`src/rtl/tams_pkg.sv`:
```
// package for the texture address mode state block
// assumes a single 50 MHz clock domain and an Avalon-MM register slave
package tams_pkg;

    // register byte offsets
    localparam logic [7:0] TAMS_OFS_CTRL      = 8'h00;
    localparam logic [7:0] TAMS_OFS_MODES     = 8'h04;
    localparam logic [7:0] TAMS_OFS_REQ       = 8'h08;
    localparam logic [7:0] TAMS_OFS_STATUS    = 8'h0C;
    localparam logic [7:0] TAMS_OFS_RESULT    = 8'h10;
    localparam logic [7:0] TAMS_OFS_E8_ADDR   = 8'h14;
    localparam logic [7:0] TAMS_OFS_E8_BASE   = 8'h18;
    localparam logic [7:0] TAMS_OFS_E8_DATA   = 8'h1C;
    localparam logic [7:0] TAMS_OFS_E8_INDEX  = 8'h20;

    // field positions in the mode word
    localparam int TAMS_FLD_THIRD_LSB  = 0;
    localparam int TAMS_FLD_SECOND_LSB = 3;
    localparam int TAMS_FLD_FIRST_LSB  = 6;
    localparam int TAMS_FLD_CUBE_LSB   = 9;
    // control word bits
    localparam int TAMS_CTRL_CUBE_SURF = 0;
    localparam int TAMS_CTRL_MONO      = 1;
    localparam int TAMS_CTRL_USE_CUBE  = 2;

    // 8x8 state layout
    localparam int          TAMS_E8_ELEMS     = 16;
    localparam int          TAMS_E8_DWORDS    = 4;
    localparam int          TAMS_E8_SKIP_BIT  = 29;
    localparam int          TAMS_E8_ALIGN_LSB = 5;
    localparam logic [31:0] TAMS_E8_DEF_DW0   = 32'h0000_0000;
    localparam logic [31:0] TAMS_E8_DEF_DW1   = 32'h0000_0000;
    localparam logic [31:0] TAMS_E8_DEF_DW2   = 32'h0D09_0801;
    localparam logic [31:0] TAMS_E8_DEF_DW3   = 32'h721A_03C6;
    localparam logic [31:0] TAMS_BORDER_MONO  = 32'h0000_0000;
    localparam logic [31:0] TAMS_UNMAPPED     = 32'hDEAD_0000;

    typedef enum logic [2:0] {
        addr_mode_repeat         = 3'h0,
        addr_mode_reflect        = 3'h1,
        addr_mode_edge_clamp     = 3'h2,
        addr_mode_cubic          = 3'h3,
        addr_mode_border_fill    = 3'h4,
        addr_mode_reflect_single = 3'h5,
        addr_mode_spare          = 3'h6,
        addr_mode_invalid        = 3'h7
    } tams_mode_e;

    typedef struct packed {
        logic       valid;
        logic       wrap;
        logic       reflect;
        logic       clamp_edge;
        logic       cube_face;
        logic       border;
        logic       reflect_once;
    } tams_dec_s;

    typedef struct packed {
        logic      bad_mode;
        logic      cube_misuse;
        logic      mono_misuse;
        logic      ief_skip;
        logic      edge_neutral;
        logic      ief_detail;
        logic      ief_5x5;
    } tams_stat_s;

    typedef enum logic [1:0] {
        TAMS_IDLE = 2'b00,
        TAMS_RD   = 2'b01,
        TAMS_DONE = 2'b11
    } tams_state_e;

endpackage

```
`src/rtl/tams_mode_dec.sv`:
```
// decodes one 3-bit coordinate address control code
// assumes purely combinational use inside the state block
`timescale 1ns/100ps
module tams_mode_dec
    import tams_pkg::*;
(
    input  wire logic [2:0] code,
    output tams_dec_s       dec
);
    always_comb
    begin
        dec = '0;
        unique case (code)
            addr_mode_repeat:         dec.wrap         = 1'b1;
            addr_mode_reflect:        dec.reflect      = 1'b1;
            addr_mode_edge_clamp:     dec.clamp_edge   = 1'b1;
            addr_mode_cubic:          dec.cube_face    = 1'b1;
            addr_mode_border_fill:    dec.border       = 1'b1;
            addr_mode_reflect_single: dec.reflect_once = 1'b1;
            default:                  dec.wrap         = 1'b0;
        endcase
        // codes 6 and 7 leave valid low: results undefined
        dec.valid = (code <= 3'h5);
    end
endmodule

```
`src/rtl/tams_e8_mem.sv`:
```
// memory of 16 elements x 4 dwords of 8x8 sampling state
// assumes one clock; read data registered, one cycle latency
`timescale 1ns/100ps
module tams_e8_mem
    import tams_pkg::*;
(
    input  wire logic        ref_clk,
    input  wire logic        we,
    input  wire logic [5:0]  waddr,
    input  wire logic [31:0] wdata,
    input  wire logic [5:0]  raddr,
    output logic      [31:0] rdata_q
);
    logic [31:0] mem [TAMS_E8_ELEMS*TAMS_E8_DWORDS];

    always_ff @(posedge ref_clk)
    begin
        if (we)
            mem[waddr] <= wdata;
        rdata_q <= mem[raddr];
    end
endmodule

```
`src/rtl/tams_top.sv`:
```
// texture address mode state decode and 8x8 sampling state store
// assumes Avalon-MM master on ref_clk, synchronous active high reset
//
// The implementer's own choices: the address map and the Avalon-MM slave port.
`timescale 1ns/100ps
module tams_top
    import tams_pkg::*;
(
    input  wire logic        ref_clk,
    input  wire logic        rst,
    input  wire logic [7:0]  avs_address,
    input  wire logic        avs_read,
    input  wire logic        avs_write,
    input  wire logic [31:0] avs_writedata,
    input  wire logic [3:0]  avs_byteenable,
    output logic      [31:0] avs_readdata,
    output logic             avs_waitrequest,
    output logic      [2:0]  eff_first_mode_q,
    output logic      [2:0]  eff_second_mode_q,
    output logic      [2:0]  eff_third_mode_q,
    output logic      [31:0] border_sel_q,
    output logic             ief_skip_q,
    output logic             edge_neutral_q
);
    // ------------------------------------------------------------
    // registers
    // ------------------------------------------------------------
    logic [31:0] ctrl_q;
    logic [11:0] modes_q;
    logic [31:0] border_q;
    logic [31:0] e8_base_q;
    logic [5:0]  e8_addr_q;
    logic [3:0]  e8_index_q;
    logic [15:0] e8_init_q;
    logic [31:0] e8_dw0_q;
    tams_stat_s  stat_q;
    tams_state_e state_q;
    logic [31:0] rd_q;
    logic        wait_q;
    logic [1:0]  fetch_dw_q;

    logic [31:0] wmask;
    logic        acc;
    logic        wr_go;
    logic        rd_go;

    always_comb
    begin
        wmask = {{8{avs_byteenable[3]}}, {8{avs_byteenable[2]}},
                 {8{avs_byteenable[1]}}, {8{avs_byteenable[0]}}};
    end
    assign acc   = avs_read | avs_write;
    // request accepted on the edge where waitrequest reads low
    assign wr_go = avs_write & ~wait_q;
    assign rd_go = avs_read & ~wait_q;

    // ------------------------------------------------------------
    // mode decode
    // ------------------------------------------------------------
    logic [2:0] first_code;
    logic [2:0] second_code;
    logic [2:0] third_code;
    logic [2:0] cube_code;
    logic       cube_surf;
    logic       mono_on;
    tams_dec_s  dec_first;
    tams_dec_s  dec_second;
    tams_dec_s  dec_third;

    assign cube_surf   = ctrl_q[TAMS_CTRL_CUBE_SURF];
    assign mono_on     = ctrl_q[TAMS_CTRL_MONO];
    assign cube_code   = modes_q[TAMS_FLD_CUBE_LSB +: 3];
    // cube surface control wins for the first component
    assign first_code  = cube_surf ? cube_code : modes_q[TAMS_FLD_FIRST_LSB +: 3];
    assign second_code = modes_q[TAMS_FLD_SECOND_LSB +: 3];
    assign third_code  = modes_q[TAMS_FLD_THIRD_LSB +: 3];

    tams_mode_dec u_dec_first
    (
        .code (first_code),
        .dec  (dec_first)
    );
    tams_mode_dec u_dec_second
    (
        .code (second_code),
        .dec  (dec_second)
    );
    tams_mode_dec u_dec_third
    (
        .code (third_code),
        .dec  (dec_third)
    );

    logic any_bad;
    logic cube_bad;
    logic mono_bad;
    logic is_cube_ok;

    // each component resolves to exactly one handling, except codes 6 and 7, which resolve to none
    assign any_bad  = ~dec_first.valid | ~dec_second.valid | ~dec_third.valid;
    assign is_cube_ok = (dec_first.cube_face | dec_first.clamp_edge)
                      & (first_code == second_code) & (first_code == third_code);
    // flag software errors for cube coordinates, but do not correct them
    assign cube_bad = ctrl_q[TAMS_CTRL_USE_CUBE] & ~is_cube_ok;
    assign mono_bad = mono_on & ~(dec_first.border & dec_second.border & dec_third.border);

    always_ff @(posedge ref_clk)
    begin
        if (rst)
        begin
            eff_first_mode_q  <= 3'h0;
            eff_second_mode_q <= 3'h0;
            eff_third_mode_q  <= 3'h0;
        end
        else
        begin
            eff_first_mode_q  <= first_code;
            eff_second_mode_q <= second_code;
            eff_third_mode_q  <= third_code;
        end
    end

    // mono filter ignores the programmed border colour
    always_ff @(posedge ref_clk)
    begin
        if (rst)
            border_sel_q <= 32'h0000_0000;
        else
            border_sel_q <= mono_on ? TAMS_BORDER_MONO : border_q;
    end

    // ------------------------------------------------------------
    // 8x8 state memory
    // ------------------------------------------------------------
    logic        mem_we;
    logic [5:0]  mem_raddr;
    logic [31:0] mem_rdata;
    logic [31:0] e8_elem_addr;
    logic [31:0] e8_def;

    assign mem_we    = wr_go && (avs_address == TAMS_OFS_E8_DATA);
    // element stride is four dwords
    assign mem_raddr = (state_q == TAMS_IDLE) ? e8_addr_q
                                              : {e8_index_q, fetch_dw_q};
    assign e8_elem_addr = e8_base_q + {26'h0, e8_index_q, 2'h0} * 32'h4;

    always_comb
    begin
        unique case (mem_raddr[1:0])
            2'h0: e8_def = TAMS_E8_DEF_DW0;
            2'h1: e8_def = TAMS_E8_DEF_DW1;
            2'h2: e8_def = TAMS_E8_DEF_DW2;
            2'h3: e8_def = TAMS_E8_DEF_DW3;
        endcase
    end

    tams_e8_mem u_mem
    (
        .ref_clk (ref_clk),
        .we      (mem_we),
        .waddr   (e8_addr_q),
        .wdata   (avs_writedata),
        .raddr   (mem_raddr),
        .rdata_q (mem_rdata)
    );

    // elements never written read as defaults
    logic       def_sel_q;
    logic [31:0] def_q;
    logic [31:0] e8_word;

    always_ff @(posedge ref_clk)
    begin
        if (rst)
        begin
            def_sel_q <= 1'b1;
            def_q     <= 32'h0000_0000;
        end
        else
        begin
            def_sel_q <= ~e8_init_q[mem_raddr[5:2]];
            def_q     <= e8_def;
        end
    end
    assign e8_word = def_sel_q ? def_q : mem_rdata;

    always_ff @(posedge ref_clk)
    begin
        if (rst)
            e8_init_q <= 16'h0000;
        else if (mem_we && (e8_addr_q[1:0] == 2'h3))
            e8_init_q[e8_addr_q[5:2]] <= 1'b1;
    end

    // ------------------------------------------------------------
    // message fetch: reads dword 0 of the selected element
    // ------------------------------------------------------------
    logic req_go;
    assign req_go = wr_go && (avs_address == TAMS_OFS_REQ);

    always_ff @(posedge ref_clk)
    begin
        if (rst)
        begin
            state_q    <= TAMS_IDLE;
            e8_index_q <= 4'h0;
            fetch_dw_q <= 2'h0;
            e8_dw0_q   <= TAMS_E8_DEF_DW0;
        end
        else
        begin
            unique case (state_q)
                TAMS_IDLE:
                begin
                    if (req_go)
                    begin
                        e8_index_q <= avs_writedata[3:0];
                        fetch_dw_q <= 2'h0;
                        state_q    <= TAMS_RD;
                    end
                end
                TAMS_RD:
                    state_q <= TAMS_DONE;
                TAMS_DONE:
                begin
                    e8_dw0_q <= e8_word;
                    state_q  <= TAMS_IDLE;
                end
                default:
                    state_q <= TAMS_IDLE;
            endcase
        end
    end

    always_ff @(posedge ref_clk)
    begin
        if (rst)
        begin
            ief_skip_q     <= 1'b0;
            edge_neutral_q <= 1'b0;
        end
        else
        begin
            ief_skip_q     <= e8_dw0_q[TAMS_E8_SKIP_BIT];
            edge_neutral_q <= e8_dw0_q[TAMS_E8_SKIP_BIT];
        end
    end

    always_ff @(posedge ref_clk)
    begin
        if (rst)
            stat_q <= '0;
        else
        begin
            stat_q.bad_mode     <= any_bad;
            stat_q.cube_misuse  <= cube_bad;
            stat_q.mono_misuse  <= mono_bad;
            stat_q.ief_skip     <= ief_skip_q;
            stat_q.edge_neutral <= edge_neutral_q;
            // no type or size field remains: fixed detail, 5x5
            stat_q.ief_detail   <= 1'b1;
            stat_q.ief_5x5      <= 1'b1;
        end
    end

    // ------------------------------------------------------------
    // Avalon slave: one wait cycle per access, reads registered
    // ------------------------------------------------------------
    always_ff @(posedge ref_clk)
    begin
        if (rst)
            wait_q <= 1'b1;
        else
            wait_q <= ~(acc & wait_q) | ~acc;
    end
    assign avs_waitrequest = wait_q;

    always_ff @(posedge ref_clk)
    begin
        if (rst)
        begin
            ctrl_q    <= 32'h0000_0000;
            modes_q   <= 12'h000;
            border_q  <= 32'h0000_0000;
            e8_base_q <= 32'h0000_0000;
            e8_addr_q <= 6'h00;
        end
        else if (wr_go)
        begin
            unique case (avs_address)
                TAMS_OFS_CTRL:
                    ctrl_q <= (ctrl_q & ~wmask) | (avs_writedata & wmask & 32'h0000_0007);
                TAMS_OFS_MODES:
                    modes_q <= (modes_q & ~wmask[11:0]) | (avs_writedata[11:0] & wmask[11:0]);
                TAMS_OFS_RESULT:
                    border_q <= (border_q & ~wmask) | (avs_writedata & wmask);
                TAMS_OFS_E8_BASE:
                    e8_base_q <= {avs_writedata[31:TAMS_E8_ALIGN_LSB], 5'h00};
                TAMS_OFS_E8_ADDR:
                    e8_addr_q <= avs_writedata[5:0];
                TAMS_OFS_E8_DATA:
                    e8_addr_q <= e8_addr_q + 6'h01;
                default:
                    e8_addr_q <= e8_addr_q;
            endcase
        end
    end

    always_ff @(posedge ref_clk)
    begin
        if (rst)
            rd_q <= 32'h0000_0000;
        else if (avs_read & wait_q)
        begin
            unique case (avs_address)
                TAMS_OFS_CTRL:     rd_q <= ctrl_q;
                TAMS_OFS_MODES:    rd_q <= {20'h0, modes_q};
                TAMS_OFS_REQ:      rd_q <= {30'h0, state_q};
                TAMS_OFS_STATUS:   rd_q <= {25'h0, stat_q};
                TAMS_OFS_RESULT:   rd_q <= border_q;
                TAMS_OFS_E8_ADDR:  rd_q <= {26'h0, e8_addr_q};
                TAMS_OFS_E8_BASE:  rd_q <= e8_base_q;
                TAMS_OFS_E8_DATA:  rd_q <= e8_dw0_q;
                TAMS_OFS_E8_INDEX: rd_q <= e8_elem_addr;
                default:           rd_q <= TAMS_UNMAPPED;
            endcase
        end
    end
    assign avs_readdata = rd_q;

    // ------------------------------------------------------------
    // checks
    // ------------------------------------------------------------
    a_first_cube_override: assert property (@(posedge ref_clk) disable iff (rst)
        cube_surf |=> eff_first_mode_q == $past(cube_code))
        else $error("first mode not overridden by cube mode");
    a_second_field_pos: assert property (@(posedge ref_clk) disable iff (rst)
        ##1 eff_second_mode_q == $past(modes_q[5:3]))
        else $error("second mode field misplaced");
    a_third_field_pos: assert property (@(posedge ref_clk) disable iff (rst)
        ##1 eff_third_mode_q == $past(modes_q[2:0]))
        else $error("third mode field misplaced");
    a_mono_border_zero: assert property (@(posedge ref_clk) disable iff (rst)
        mono_on |=> border_sel_q == 32'h0000_0000)
        else $error("mono border not zero");
    a_skip_neutral: assert property (@(posedge ref_clk) disable iff (rst)
        ief_skip_q == edge_neutral_q)
        else $error("edge stage not neutral under skip");
    a_fetch_done: assert property (@(posedge ref_clk) disable iff (rst)
        (state_q == TAMS_RD) |=> (state_q == TAMS_DONE) ##1 (state_q == TAMS_IDLE))
        else $error("fetch sequence broken");
    a_stride_four: assert property (@(posedge ref_clk) disable iff (rst)
        e8_elem_addr - e8_base_q == {24'h0, e8_index_q, 4'h0})
        else $error("element stride not four dwords");
    a_default_words: assert property (@(posedge ref_clk) disable iff (rst)
        (mem_raddr[1:0] == 2'h3) |=> def_q == 32'h721A_03C6)
        else $error("dword 3 default wrong");
    a_bad_code_seen: assert property (@(posedge ref_clk) disable iff (rst)
        (second_code == 3'h7) |=> stat_q.bad_mode)
        else $error("invalid code not flagged");
    a_fixed_filter: assert property (@(posedge ref_clk) disable iff (rst)
        !rst |=> stat_q.ief_detail && stat_q.ief_5x5)
        else $error("filter not fixed detail 5x5");
endmodule

```
`config.mk`:
```
export PLATFORM = sky130hd
export DESIGN_NAME = tams_top
export DESIGN_NICKNAME = d
export VERILOG_FILES = /design/src/rtl/tams_pkg.sv /design/src/rtl/tams_mode_dec.sv /design/src/rtl/tams_e8_mem.sv /design/src/rtl/tams_top.sv
export SDC_FILE = /design/constraint.sdc
export NUM_CORES = 2
export LEC_CHECK = 0
export BUFFER_PORTS_ARGS = -buffer_cell sky130_fd_sc_hd__buf_2
export CAP_MARGIN = 20
export CORE_MARGIN = 4
export CORE_UTILIZATION = 40
export CTS_BUF_LIST = sky130_fd_sc_hd__clkbuf_2
export CTS_CLUSTER_DIAMETER = 30
export CTS_CLUSTER_SIZE = 14
export DETAILED_ROUTE_END_ITERATION = 10
export PLACE_DENSITY = 0.66
export SLEW_MARGIN = 20
export SYNTH_ARGS = -nofsm -noshare
export SYNTH_HDL_FRONTEND = slang
export SYNTH_SLANG_ARGS = --single-unit
```
`constraint.sdc`:
```
create_clock -name ref_clk -period 6.3 [get_ports ref_clk]
set_clock_uncertainty 0.2 [all_clocks]
set_input_delay 0.63 -clock ref_clk [delete_from_list [all_inputs] [get_ports ref_clk]]
set_output_delay 0.63 -clock ref_clk [all_outputs]
set_load 0.005 [all_outputs]
```
==> results.toml <==
[placement]
hpwl_um = 189000
place_ws_ps = 1830
io_buffers = 123
placed_cell_area_sq_um = 101000
gp_congestion = 0.949

[global_routing]
track_usage = 0.252
first_global_vias = 64731
grt_pass1_wl_um = 462000
grt_max_degree = 142
antenna_found_initial = 28
grt_overflow = 0

[layout]
syn_to_final_growth_pct = 13.4
finalNetCount = 7329
final_cell_mix = "2048 x edfxtp_1, 554 x nand2_1, 497 x clkbuf_2, 418 x o21ai_0, 413 x mux2i_1"
design_area_sq_um = 110000
drive_gt1_frac = 0.186
layout_commonest_cell = "edfxtp_1"

[floorplan]
io_pins = 124
fp.dieW_um = 499
dieArea_sq_um = 249000
fp.dieH_um = 499
core-area_sq_um = 240000
initial_core_util = 0.402
num_rows = 180

[drt]
drc = 0
viasPerCell = 6.24
vias = 67680
ant_nets = 0
drt-total-wl_um = 326000
drtPass1Iterations = 7
drt_iter0_markers = 10109
routedWlPerCell_um = 30.0

[logic_synthesis]
ys_seq_area_frac = 0.695
synth-seq-cells = 2327
yosys_warnings = 0
avgSynthCellArea_sq_um = 14.1
ys.flop_type = "edfxtp_1"
netlist.area_leader.share = 0.637
synth_edf_count = 2048
syn_inst = 6868
ys_types = 89
syn_nets = 6921
synth_top_area_cell = "edfxtp_1"
async_flop_share = 0
synth_area_leaders = "edfxtp_1 64%, dfxtp_1 5.8%, mux2i_1 4.3%"
synth_area_sq_um = 96600

[power_and_ir_drop]
powerDensity_nw_per_um2 = 266
p_sw_w = 0.00686
comb_power_share = 0.021
sequentialPowerShare = 0.575
internal_power_w = 0.0223
p_clk_frac = 0.404
vdd_drop_max_mv = 0.153
p_leak_nw = 35.0
switching_share = 0.236

[setup_path]
max_stage_delay_ps = 800
startpoint_type = "primary input"
r2r_start = "avs_waitrequest"
setup.worst_path.end_class = "flop"
cp.arrival_ps = 6230
critPathSlowestCell = "dlygate4sd3_1"
rrSetupSlack_ps = 2070
path_max_fanout = 35
rr_worst_depth = 9
critical_path.top_delay_family = "buffers and inverters"
crit_path_frequent_cell = "dlygate4sd3_1"
required_ps = 7900
crit_type = "in -> reg"
critPathBufInv = 7
crit_chain = "dlygate4sd3_1, buf_2, dlygate4sd3_1, buf_4, or4_1, dlygate4sd3_1, nor2_1, dlygate4sd3_1, and3_1, mux2i_1, dlygate4sd3_1, nor2_1"
rr_endpoint = "avs_readdata[29]"

[clock_network]
clock_path_buffers = 4
cts.reportedPaths.clkPinSlew_ps = 150
cts_buffers = 445
cts_resized = 0
htree_levels = 5
cts_tree = "done"
post_cts_buffers = 0
clock_sinks = 2327
cts_root_buf = "clkbuf_2"
clkLatencyLatePin_ps = 1950
ctsHoldBuffers = 181

[timing]
hold_slack_ps = 185
max_slew.worst_pin.slew_ps = 1370
rsz0062_at_grt = "no"
fin_ws_ps = 1670
post-route-period-util = 0.735
slew_violations = 0
min_period_ps = 4630
max_freq_mhz = 216
hold_violations = 0
slew_headroom = 0.0574
finalSetupViolations = 0
fin_tns_setup_ps = 0

[worst_hold_path]
holdPathStages = 1
hp-class = "reg -> reg"
min_to = "border_sel_q[17]"

[run]
drv_cap = 0

[outcome]
outcome = "completed"
routing by layer:
layer	track usage	vias up	share of wire
met5	0	-	0.00023
met4	0.143	12	0.062
met3	0.0625	890	0.12
met2	0.380	4855	0.45
met1	0.332	33646	0.37
li1	-	28277	-
metrics by stage:
step,cells,utilization,total power [W]
detailed placement,9829,0.422,0.0176
global route,10836,0.456,0.0301
finish,10844,0.456,0.0291
global placement,9829,0.422,0.0176
floorplan,6868,-,0.0172
CTS,10824,0.455,0.0292
sequential cells by signal, summed over array words and instances (netlist names), named ones only:
name and flops:
u_mem.mem 2048, avs_readdata 32, border_sel_q 32, e8_dw0_q 32, u_mem.rdata_q 32, ctrl_q 29
e8_base_q 27, e8_init_q 16, e8_addr_q 6, stat_q 5, e8_index_q 4, def_q 3
eff_first_mode_q 3, eff_second_mode_q 3, eff_third_mode_q 3, state_q 2, avs_waitrequest 1, def_sel_q 1
edge_neutral_q 1
logic make-up (layout without fill, tap and decap cells):
| kind of cell | Yosys count | count (layout) | synth area share |
|---|---|---|---|
| other cells | 0 | 16 | 0 |
| mux | 593 | 593 | 0.0648 |
| compound gates | 1914 | 1914 | 0.140 |
| fa+ha+maj | 5 | 5 | 0.000726 |
| flops | 2327 | 2327 | 0.695 |
| simple gates | 1413 | 1413 | 0.0697 |
| xor+xnor | 20 | 20 | 0.00181 |
| buf+inv | 596 | 1371 | 0.0281 |
how the worst max path moves through the flow:
stage               cells after the start            from                end  slack, ps
floorplan                               8  avs_address[5]   u_mem.mem[18][0]       2130
global placement                        9  avs_address[4]  u_mem.mem[62][21]       1820
global route                           12  avs_address[3]               flop       1700
CTS                                    12  avs_address[3]               flop       2050
finish                                 12  avs_address[3]               flop       1670
detailed placement                      9  avs_address[4]  u_mem.mem[62][11]       1830
final cells by class:
type	instances	area, sq um
sequential	2327	67100
tap	3185	3990
timing repair buffer	544	4930
clock inverter	317	3570
multi-input combinational	3945	27400
inverter	13	56.3
antenna	16	40.0
fill	21038	131000
clock buffer	497	2490
cell usage after synthesis, types with 10 or more instances:
cell type / count
a211oi_1: 59
a21o_1: 20
a21oi_1: 193
a221oi_1: 20
a22oi_1: 30
a2bb2oi_1: 375
a31oi_1: 45
a41oi_1: 21
and2_1: 70
and3_1: 56
buf_1: 32
buf_2: 204
buf_4: 36
buf_6: 10
clkbuf_1: 299
dfxtp_1: 279
edfxtp_1: 2048
inv_1: 12
mux2_2: 168
mux2i_1: 413
nand2_1: 555
nand2b_1: 53
nand3_1: 206
nand3b_1: 13
nand4_1: 26
nor2_1: 252
nor2b_1: 60
nor3_1: 31
nor4_1: 12
nor4bb_1: 17
o211ai_1: 23
o21a_1: 14
o21ai_0: 419
o21ai_1: 11
o221ai_1: 345
o22ai_1: 256
or3_1: 19
xnor2_1: 13
power by group through the flow:
stage | registers [W] | clock network [W] | logic [W]
floorplan | 0.0171 | 0 | 0.0000886
global placement | 0.0171 | 0 | 0.000490
detailed placement | 0.0171 | 0 | 0.000502
CTS | 0.0168 | 0.0119 | 0.000601
global route | 0.0168 | 0.0127 | 0.000626
finish | 0.0168 | 0.0118 | 0.000608
Power figures use the tool's default switching activity.
